$ cat config.mk
export PLATFORM = sky130hd
export DESIGN_NAME = reset_source_controller
export DESIGN_NICKNAME = d
export VERILOG_FILES = /design/src/hw/rsc_pkg.sv /design/src/hw/watchdog_timer.sv /design/src/hw/clock_loss_detector.sv /design/src/hw/reset_source_controller.sv
export SDC_FILE = /design/constraint.sdc
export NUM_CORES = 1
export LEC_CHECK = 0
export BUFFER_PORTS_ARGS = -buffer_cell sky130_fd_sc_hd__clkbuf_2
export CAP_MARGIN = 40
export CORE_ASPECT_RATIO = 0.5
export CORE_MARGIN = 10
export CORE_UTILIZATION = 40
export CTS_CLUSTER_SIZE = 25
export DETAILED_ROUTE_END_ITERATION = 8
export PLACE_DENSITY = 0.61
export SLEW_MARGIN = 20
export SYNTH_ARGS = -nofsm -noshare
export SYNTH_HDL_FRONTEND = slang
export SYNTH_SLANG_ARGS = --single-unit
$ cat constraint.sdc
create_clock -name clk_sys -period 2.9 [get_ports clk_sys]
set_clock_uncertainty 0.15 [all_clocks]
set_input_delay 0.145 -clock clk_sys [delete_from_list [all_inputs] [get_ports clk_sys]]
set_output_delay 0.145 -clock clk_sys [all_outputs]
set_load 0.01 [all_outputs]
$ cat src/hw/rsc_pkg.sv
// shared constants and carrier types of the reset source controller
package rsc_pkg;

  // register addresses on the special-function register port
  localparam logic [7:0] ADDR_MON_CTRL = 8'hFF;
  localparam logic [7:0] ADDR_RST_SRC = 8'hEF;

  // supply_monitor_control fields
  localparam int MON_EN_BIT = 7;
  localparam int MON_STAT_BIT = 6;

  // reset_source_register fields, also used as cause codes
  localparam logic [2:0] SRC_PIN = 3'h0;
  localparam logic [2:0] SRC_POR = 3'h1;
  localparam logic [2:0] SRC_CLK = 3'h2;
  localparam logic [2:0] SRC_WD = 3'h3;
  localparam logic [2:0] SRC_SW = 3'h4;
  localparam logic [2:0] SRC_CMP = 3'h5;
  localparam logic [2:0] SRC_FLASH = 3'h6;
  localparam logic [2:0] SRC_USB = 3'h7;

  // timing at the system clock
  localparam int CLK_HZ = 50_000_000;
  localparam int CLK_NS = 1_000_000_000 / CLK_HZ;
  localparam int POR_DELAY_NS = 300_000;
  localparam int POR_DELAY_CYC = POR_DELAY_NS / CLK_NS;
  localparam int MIN_HOLD_NS = 80;
  localparam int MIN_HOLD_CYC = (MIN_HOLD_NS + CLK_NS - 1) / CLK_NS;
  localparam int CLK_LOSS_NS = 2_000;
  localparam int CLK_LOSS_CYC = CLK_LOSS_NS / CLK_NS;
  localparam int WD_DIV = 12;
  localparam int WD_TICKS = 255;

  typedef enum logic [1:0] {
    S_RUN = 2'b00,
    S_HOLD = 2'b01,
    S_POR = 2'b10
  } mode_t;

  typedef struct packed {
    logic wr;
    logic rd;
    logic [7:0] addr;
    logic [7:0] wdata;
  } sfr_bus_t;

  typedef struct packed {
    logic addr_over;
    logic sec_block;
    logic wr_attempt;
  } flash_evt_t;

  typedef struct packed {
    logic bus_reset;
    logic func_en;
    logic vbus;
  } usb_evt_t;

endpackage

$ cat src/hw/watchdog_timer.sv
// watchdog timer ticking at the system clock divided by twelve
`timescale 1ns/1ns
module watchdog_timer import rsc_pkg::*; #(
  parameter int DIV = WD_DIV,
  parameter int TICKS = WD_TICKS
) (
  input wire logic clk_sys,
  input wire logic srst,
  input wire logic restart,
  input wire logic kick,
  input wire logic disable_wd,
  output logic overflow
);

  typedef struct packed {
    logic en;
    logic [3:0] div;
    logic [7:0] ticks;
    logic ovf;
  } wd_st_t;

  wd_st_t st_r;
  wd_st_t st_nxt;
  logic tick;

  assign tick = (st_r.div == 4'(DIV - 1));

  // divider gives a one-cycle enable, counter runs on it
  always_comb begin
    st_nxt = st_r;
    st_nxt.ovf = 1'b0;
    st_nxt.div = tick ? 4'h0 : st_r.div + 4'h1;
    if (restart) begin
      st_nxt.en = 1'b1; // RULE15
      st_nxt.div = 4'h0;
      st_nxt.ticks = 8'h00;
    end else if (disable_wd) begin
      st_nxt.en = 1'b0;
      st_nxt.ticks = 8'h00;
    end else if (kick) begin
      st_nxt.ticks = 8'h00;
    end else if (st_r.en && tick) begin
      if (st_r.ticks == 8'(TICKS)) begin
        st_nxt.ovf = 1'b1; // RULE15
        st_nxt.ticks = 8'h00;
      end else begin
        st_nxt.ticks = st_r.ticks + 8'h01;
      end
    end
  end

  // enabled straight out of the master reset as after any other
  always_ff @(posedge clk_sys) begin
    if (srst) begin
      st_r <= '{en: 1'b1, div: 4'h0, ticks: 8'h00, ovf: 1'b0};
    end else begin
      st_r <= st_nxt;
    end
  end

  assign overflow = st_r.ovf;

endmodule

$ cat src/hw/clock_loss_detector.sv
// detector for a monitored clock stuck high or low
`timescale 1ns/1ns
module clock_loss_detector import rsc_pkg::*; #(
  parameter int TIMEOUT = CLK_LOSS_CYC
) (
  input wire logic clk_sys,
  input wire logic srst,
  input wire logic enable,
  input wire logic clk_probe,
  output logic lost
);

  typedef struct packed {
    logic probe_q;
    logic [7:0] idle;
    logic lost;
  } cl_st_t;

  cl_st_t st_r;
  cl_st_t st_nxt;

  // any edge on the probe re-arms the one-shot
  always_comb begin
    st_nxt = st_r;
    st_nxt.probe_q = clk_probe;
    st_nxt.lost = 1'b0;
    if (!enable || (clk_probe != st_r.probe_q)) begin
      st_nxt.idle = 8'h00;
    end else if (st_r.idle == 8'(TIMEOUT)) begin
      st_nxt.lost = 1'b1; // RULE9
      st_nxt.idle = 8'h00;
    end else begin
      st_nxt.idle = st_r.idle + 8'h01;
    end
  end

  always_ff @(posedge clk_sys) begin
    if (srst) begin
      st_r <= '{probe_q: 1'b0, idle: 8'h00, lost: 1'b0};
    end else begin
      st_r <= st_nxt;
    end
  end

  assign lost = st_r.lost;

endmodule

$ cat src/hw/reset_source_controller.sv
// reset source collection, cause capture and supply monitor control
//
// Behaviour
// RULE1 - supply below threshold with monitor active drives pin low, holds core
// RULE2 - monitor enable set by power-on only, kept by all other resets
// RULE3 - software enables monitor, waits, then selects it as source
// RULE4 - bit 7 switches monitor; it resets only when also selected
// RULE5 - bit 6 reads live monitor output, 1 when supply above threshold
// RULE6 - bits 5:0 of monitor control read zero, writes ignored
// RULE7 - monitor reset releases without the power-on delay
// RULE8 - low reset pin resets device; pin flag bit 0 set on exit
// RULE9 - clock-loss time-out resets; flag bit 2 reads 1 only then
// RULE10 - writing bit 2 enables or disables the clock-loss detector
// RULE11 - internal reset sources never drive the reset pin; power-on and monitor resets here drive it low
// RULE12 - bit 5 selects comparator; low comparator output then resets
// RULE13 - comparator flag reads 1 only after a comparator reset
// RULE14 - software lets comparator settle before selecting it
// RULE15 - watchdog enabled at clock/12 after reset; overflow resets, flags
// RULE16 - flash access above user code limit resets the device
// RULE17 - blocked flash access or write without monitor also resets
// RULE18 - flash error reset sets flag bit 6
// RULE19 - writing bit 4 forces reset; bit reads 1 afterwards
// RULE20 - selected USB resets on bus reset or VBUS edge
// RULE21 - USB flag reads 1 after a USB reset
// RULE22 - USB select and flag at bit 7 of reset source register
// RULE23 - read-only watchdog flag at bit 3, set only by overflow
// RULE24 - power-on or monitor reset sets bit 1, others clear it
// RULE25 - only the causing source's flag reads 1 after release
// RULE26 - requests combine into one reset, released on the clock
`timescale 1ns/1ns
module reset_source_controller import rsc_pkg::*; #(
  parameter int POR_DELAY_CYCLES = POR_DELAY_CYC
) (
  input wire logic clk_sys,
  input wire logic srst,
  input wire sfr_bus_t sfr,
  output logic [7:0] rd_data,
  input wire logic supply_above_threshold,
  input wire logic rst_pin_in,
  output logic rst_pin_out,
  output logic rst_pin_oe_n,
  input wire logic comparator_out,
  input wire logic clk_probe,
  input wire logic wd_kick,
  input wire logic wd_disable,
  input wire flash_evt_t flash,
  input wire usb_evt_t usb,
  output logic core_reset,
  output logic supply_monitor_enable
);

  typedef struct packed {
    mode_t mode;
    logic [15:0] cnt;
    logic [2:0] cause;
    logic [7:0] flags;
    logic mon_en;
    logic mon_sel;
    logic cmp_sel;
    logic usb_sel;
    logic clk_en;
    logic core_rst;
    logic pin_oe_n;
    logic pin_lvl;
    logic vbus_q;
    logic [7:0] rd_data;
  } ctl_t;

  localparam ctl_t CTL_RST = '{
    mode: S_POR,
    cnt: 16'(POR_DELAY_CYCLES),
    cause: SRC_POR,
    flags: 8'h00,
    mon_en: 1'b1,
    mon_sel: 1'b1,
    cmp_sel: 1'b0,
    usb_sel: 1'b0,
    clk_en: 1'b0,
    core_rst: 1'b1,
    pin_oe_n: 1'b0,
    pin_lvl: 1'b0,
    vbus_q: 1'b0,
    rd_data: 8'h00
  };

  ctl_t st_r;
  ctl_t st_nxt;
  logic wd_ovf;
  logic clk_lost;
  logic mon_req;
  logic pin_req;
  logic cmp_req;
  logic flash_req;
  logic usb_req;
  logic sw_req;
  logic level_req;
  logic any_req;
  logic run;
  logic wr_mon;
  logic wr_src;
  logic [2:0] req_cause;

  watchdog_timer #(
    .DIV(WD_DIV),
    .TICKS(WD_TICKS)
  ) u_wd (
    .clk_sys(clk_sys),
    .srst(srst),
    .restart(st_r.core_rst),
    .kick(wd_kick),
    .disable_wd(wd_disable),
    .overflow(wd_ovf)
  );

  clock_loss_detector #(
    .TIMEOUT(CLK_LOSS_CYC)
  ) u_cl (
    .clk_sys(clk_sys),
    .srst(srst),
    .enable(st_r.clk_en),
    .clk_probe(clk_probe),
    .lost(clk_lost)
  );

  assign run = (st_r.mode == S_RUN);
  assign wr_mon = sfr.wr && (sfr.addr == ADDR_MON_CTRL) && run;
  assign wr_src = sfr.wr && (sfr.addr == ADDR_RST_SRC) && run;

  // request terms; the pin is ignored while this block drives it low
  // so that a monitor reset is never recorded as a pin reset
  assign mon_req = st_r.mon_en && st_r.mon_sel
                   && !supply_above_threshold; // RULE1 RULE4
  assign pin_req = !rst_pin_in && st_r.pin_oe_n; // RULE8
  assign cmp_req = st_r.cmp_sel && !comparator_out; // RULE12
  assign flash_req = flash.addr_over // RULE16
                     || flash.sec_block
                     || (flash.wr_attempt && !st_r.mon_en); // RULE17
  assign usb_req = st_r.usb_sel
                   && ((usb.bus_reset && usb.func_en)
                       || (usb.vbus != st_r.vbus_q)); // RULE20
  assign sw_req = wr_src && sfr.wdata[SRC_SW]; // RULE19
  assign level_req = mon_req || pin_req || cmp_req;
  assign any_req = level_req || flash_req || usb_req || sw_req
                   || wd_ovf || clk_lost; // RULE26

  // fixed priority when sources coincide, supply monitor first
  always_comb begin
    if (mon_req) begin
      req_cause = SRC_POR;
    end else if (pin_req) begin
      req_cause = SRC_PIN;
    end else if (clk_lost) begin
      req_cause = SRC_CLK; // RULE9
    end else if (flash_req) begin
      req_cause = SRC_FLASH;
    end else if (wd_ovf) begin
      req_cause = SRC_WD; // RULE15
    end else if (cmp_req) begin
      req_cause = SRC_CMP;
    end else if (sw_req) begin
      req_cause = SRC_SW;
    end else begin
      req_cause = SRC_USB;
    end
  end

  // sequencer, register writes and read port
  always_comb begin
    st_nxt = st_r;
    st_nxt.vbus_q = usb.vbus;
    st_nxt.pin_lvl = 1'b0;
    case (st_r.mode)
      S_RUN: begin
        if (any_req) begin
          st_nxt.mode = S_HOLD; // RULE26
          st_nxt.core_rst = 1'b1;
          st_nxt.cause = req_cause; // RULE13 RULE18 RULE21
          st_nxt.cnt = 16'(MIN_HOLD_CYC);
          st_nxt.pin_oe_n = !mon_req; // RULE1 RULE11
        end else begin
          if (wr_mon) begin
            st_nxt.mon_en = sfr.wdata[MON_EN_BIT]; // RULE4 RULE6
          end
          if (wr_src) begin
            // monitor select comes last in the enabling order
            st_nxt.mon_sel = sfr.wdata[SRC_POR]; // RULE4
            st_nxt.clk_en = sfr.wdata[SRC_CLK]; // RULE10
            st_nxt.cmp_sel = sfr.wdata[SRC_CMP]; // RULE12
            st_nxt.usb_sel = sfr.wdata[SRC_USB]; // RULE22
          end
        end
        if (sfr.rd && sfr.addr == ADDR_MON_CTRL) begin
          st_nxt.rd_data = {st_r.mon_en, supply_above_threshold,
                            6'h00}; // RULE5 RULE6
        end else if (sfr.rd && sfr.addr == ADDR_RST_SRC) begin
          st_nxt.rd_data = st_r.flags; // RULE23
        end else if (sfr.rd) begin
          st_nxt.rd_data = 8'h00;
        end
      end
      S_HOLD: begin
        st_nxt.core_rst = 1'b1;
        // a supply drop during another reset takes over the cause
        if (mon_req) begin
          st_nxt.cause = SRC_POR;
          st_nxt.pin_oe_n = 1'b0; // RULE1
        end
        if (st_r.cnt != 16'h0000) begin
          st_nxt.cnt = st_r.cnt - 16'h0001;
        end else if (!level_req) begin
          // monitor release needs no power-on delay
          st_nxt.mode = S_RUN; // RULE7
          st_nxt.core_rst = 1'b0; // RULE26
          st_nxt.pin_oe_n = 1'b1;
          st_nxt.flags = 8'h01 << st_r.cause; // RULE25 RULE24 RULE8
          st_nxt.cmp_sel = 1'b0;
          st_nxt.usb_sel = 1'b0;
          st_nxt.clk_en = 1'b0;
        end
      end
      S_POR: begin
        st_nxt.core_rst = 1'b1;
        st_nxt.pin_oe_n = 1'b0;
        if (st_r.cnt != 16'h0000) begin
          st_nxt.cnt = st_r.cnt - 16'h0001;
        end else begin
          st_nxt.mode = S_RUN;
          st_nxt.core_rst = 1'b0;
          st_nxt.pin_oe_n = 1'b1;
          st_nxt.flags = 8'h01 << SRC_POR; // RULE24
        end
      end
      default: begin
        st_nxt = CTL_RST;
      end
    endcase
  end

  // srst is the power-on reset: the only place mon_en is forced
  always_ff @(posedge clk_sys) begin
    if (srst) begin
      st_r <= CTL_RST; // RULE2
    end else begin
      st_r <= st_nxt;
    end
  end

  assign rd_data = st_r.rd_data;
  assign rst_pin_out = st_r.pin_lvl;
  assign rst_pin_oe_n = st_r.pin_oe_n;
  assign core_reset = st_r.core_rst;
  assign supply_monitor_enable = st_r.mon_en;

  function automatic logic rst_src_flags_ok(input logic [7:0] want);
    rst_src_flags_ok = (st_r.flags == want);
  endfunction
endmodule

==> results.ini <==
[final_layout]
layout.nets = 506
area_growth_pct = 17.9
fillers = 810
instances_no_fill = 579
antenna_cells = 0
drive_gt1_share_pct = 16.9

[worst_setup_path]
startpoint_type = flop
cp.arrival_ns = 2.89
cp_num_buf_inv = 0
crit_path_end_kind = flop
cp.required_ns = 3.01
cpLargestDelayFamily = simple AND/OR/NAND/NOR gates
r2r-end = st_r[19]
ff2ff_path_depth = 6
crit_path_max_incr_delay_ns = 0.54
crit_fanout = 15
path_class = flop to flop
reg2reg_slack_ns = 0.12
slowest_stage = or4b_1
crit_chain = or3_4 > or4_4 > or4_1 > o31a_2 > or4b_1 > a21oi_1
r2r_start = st_r[33]

[timing]
fmax_ghz = 0.360
period_share_pct = 95.9
setup_ws_ns = 0.120
hold_violations = 0
rsz0062_at_grt = no
max_slew.worst_pin.slew_ns = 0.618
relSlewSlack_pct = 58.5
slew_violations = 0
period_needed_ns = 2.78
setup_viol = 0
fin_setup_tns_ns = 0

[placement]
place_congestion = 0.810
dp.cells = 557
dp_hpwl_mm = 6.12
place_ws_ns = 0.165
portBuffers = 39

[drt]
via_per_inst = 5.31
firstDrtPassIters = 5
drtIter0Drc = 233
wl_per_cell_um = 14.3
drc = 0
vias = 3074
wl_mm = 8.28
postRouteAntennaNets = 0

[synthesis]
synth_compound_area_share_pct = 16.7
synthFlopType = dfxtp_1
synthMuxAreaShare_pct = 2.37
synth_cell_types = 60
ys_seq_area_share_pct = 39.6
synth_area_per_cell_sq_um = 8.38
ys_ff_latch = 69
synth-adder-area-share_pct = 3.95
yosys.area_share.simple_pct = 26.6
synthArstFlopShare_pct = 0
synth_top_family_by_area = simple AND/OR/NAND/NOR gates
yosysWarnings = 0
synth_edf_count = 0
synth_cells = 416
syn_area_sq_mm = 0.00349
synth_fp_nets = 459
yosys.area_share.xor_xnor_pct = 4.27

[global_routing]
antenna_found_initial = 0
grt_pass1_vias = 2883
grtUsageTotal_pct = 12.7
grt_first_pass_wirelength_mm = 14.0
grt_overflow = 0
grt_max_degree = 39

[clock_tree]
cts_sinks = 69
clockBufferDepth = 2
clk_pin_slew_ns = 0.06
ctsResizeCount = 0
clock-root-buffer = clkbuf_16
insertion_delay_ns = 0.33
numCtsBuffers = 9
htree_levels = 3
cts_tree = done
postCtsSetupBuffers = 0

[status]
outcome = completed

[floorplan]
die_w_um = 152
rows = 23
design.core.area_sq_mm = 0.00823
ios = 44
dieArea_sq_mm = 0.0131
floorplan.initialDensity_pct = 42.4
fp.dieH_um = 86.0

[worst_hold_path]
whs_path_depth = 4
worstHoldStart = wd_kick
hold_path_class = primary input to flop
min_to = u_wd.st_r[4]

[power_and_ir_drop]
p_per_area_mw_per_mm2 = 632
fin_total_pwr_mw = 2.60
p_leak_nw = 1.59
max-vdd-ir-drop_mv = 0.297

[flow_run]
cap_violations = 0

[Yosys cell counts, types with 4 or more instances]
| cell | count | area, sq um |
|---|---|---|
| a211oi_1 | 6 | 45.0 |
| a21oi_1 | 30 | 150 |
| a22oi_1 | 12 | 90.1 |
| a31oi_1 | 5 | 31.3 |
| and3_1 | 7 | 43.8 |
| buf_4 | 10 | 75.1 |
| clkbuf_1 | 8 | 30.0 |
| dfxtp_1 | 69 | 1380 |
| ha_1 | 11 | 138 |
| inv_1 | 14 | 52.6 |
| mux2i_1 | 6 | 60.1 |
| nand2_1 | 28 | 105 |
| nand2b_1 | 8 | 50.1 |
| nand3_1 | 19 | 95.1 |
| nand3b_1 | 6 | 45.0 |
| nand4_1 | 4 | 25.0 |
| nor2_1 | 58 | 218 |
| nor3_1 | 11 | 55.1 |
| nor4_1 | 5 | 31.3 |
| o21ai_0 | 18 | 90.1 |
| or3_1 | 5 | 31.3 |
| xnor2_1 | 6 | 52.6 |
| xor2_1 | 11 | 96.3 |
[final cells by class]
cell class | instances | area, sq um | area share (%)
timing repair buffer | 60 | 370 | 9.01
multi-input combinational | 309 | 1880 | 45.8
inverter | 14 | 52.6 | 1.28
clock inverter | 5 | 52.6 | 1.28
tap | 112 | 140 | 3.41
clock buffer | 10 | 229 | 5.57
sequential | 69 | 1380 | 33.6
[logic make-up after synthesis]
group	count (synthesis)
simple gates	180
compound gates	92
flops	69
buf+inv	38
xor+xnor	17
fa+ha+maj	11
mux	8
other cells	1
[registers in the layout, summed over array words and instances, names as in the netlist]
name                   count
st_r                      34
rst_pin_oe_n               1
core_reset                 1
u_cl.st_r                  9
u_wd.st_r                 13
rd_data                    8
u_cl.lost                  1
supply_monitor_enable      1
u_wd.overflow              1
[worst max-delay path by stage]
| stage | start | end | slack [ns] | cells past startpoint |
|---|---|---|---|---|
| 2_1_floorplan | st_r[32] | st_r[19] | 0.29 | 6 |
| 3_3_place_gp | st_r[33] | st_r[19] | 0.19 | 6 |
| 3_5_place_dp | st_r[33] | st_r[19] | 0.16 | 6 |
| 4_1_cts | st_r[33] | st_r[19] | 0.13 | 6 |
| 5_1_grt | st_r[28] | st_r[19] | 0.03 | 8 |
| 6_report | st_r[33] | st_r[19] | 0.12 | 6 |
[metrics by stage]
step	area, sq um	util, %	hold WS, ns
after floorplan	3490	-	0.0954
after global placement	3760	45.7	0.198
after detailed placement	3760	45.7	0.221
after CTS	4110	49.9	0.0284
after global routing	4110	49.9	0.0544
final	4110	49.9	0.0376
[repair_timing]
action	in CTS	in global routing
endpoints found under the setup margin	0	0
endpoints found under the hold margin	8	0
hold buffers	7	0
[where the power goes]
group	internal, mW	switching (mW)
clock	0.655	0.393
sequential	0.995	0.0430
combinational	0.212	0.300
[worst min-delay path, stage by stage]
cell and delay [ns]:
clkbuf_2 0.08, nor2_1 0.05, nand3_1 0.14, nor2_1 0.06
[cells in the final DEF (no fill, tap or decap), types with 4 or more instances in the layout]
cell / instances
nor3_1: 11
xnor2_1: 6
o21ai_0: 18
and3_1: 7
inv_1: 14
a21oi_1: 30
buf_4: 14
clkbuf_2: 39
nor2_1: 58
mux2i_1: 6
nor4_1: 5
or3_1: 5
dfxtp_1: 69
xor2_1: 11
clkbuf_16: 9
dlygate4sd3_1: 7
nand3b_1: 6
a211oi_1: 6
nand2b_1: 8
a31oi_1: 5
nand3_1: 19
nand2_1: 28
ha_1: 11
nand4_1: 4
a22oi_1: 12
[metal layers]
layer	share of wire [%]	track usage (%)	routed length [um]	vias to the layer above
li1	-	-	-	1573
met1	51	16.6	4200	1423
met2	44	19.8	3660	71
met3	4.1	3.24	339	7
met4	1.0	4.69	84	0
met5	0	0	0	-
(Power assumes the default switching activity.)
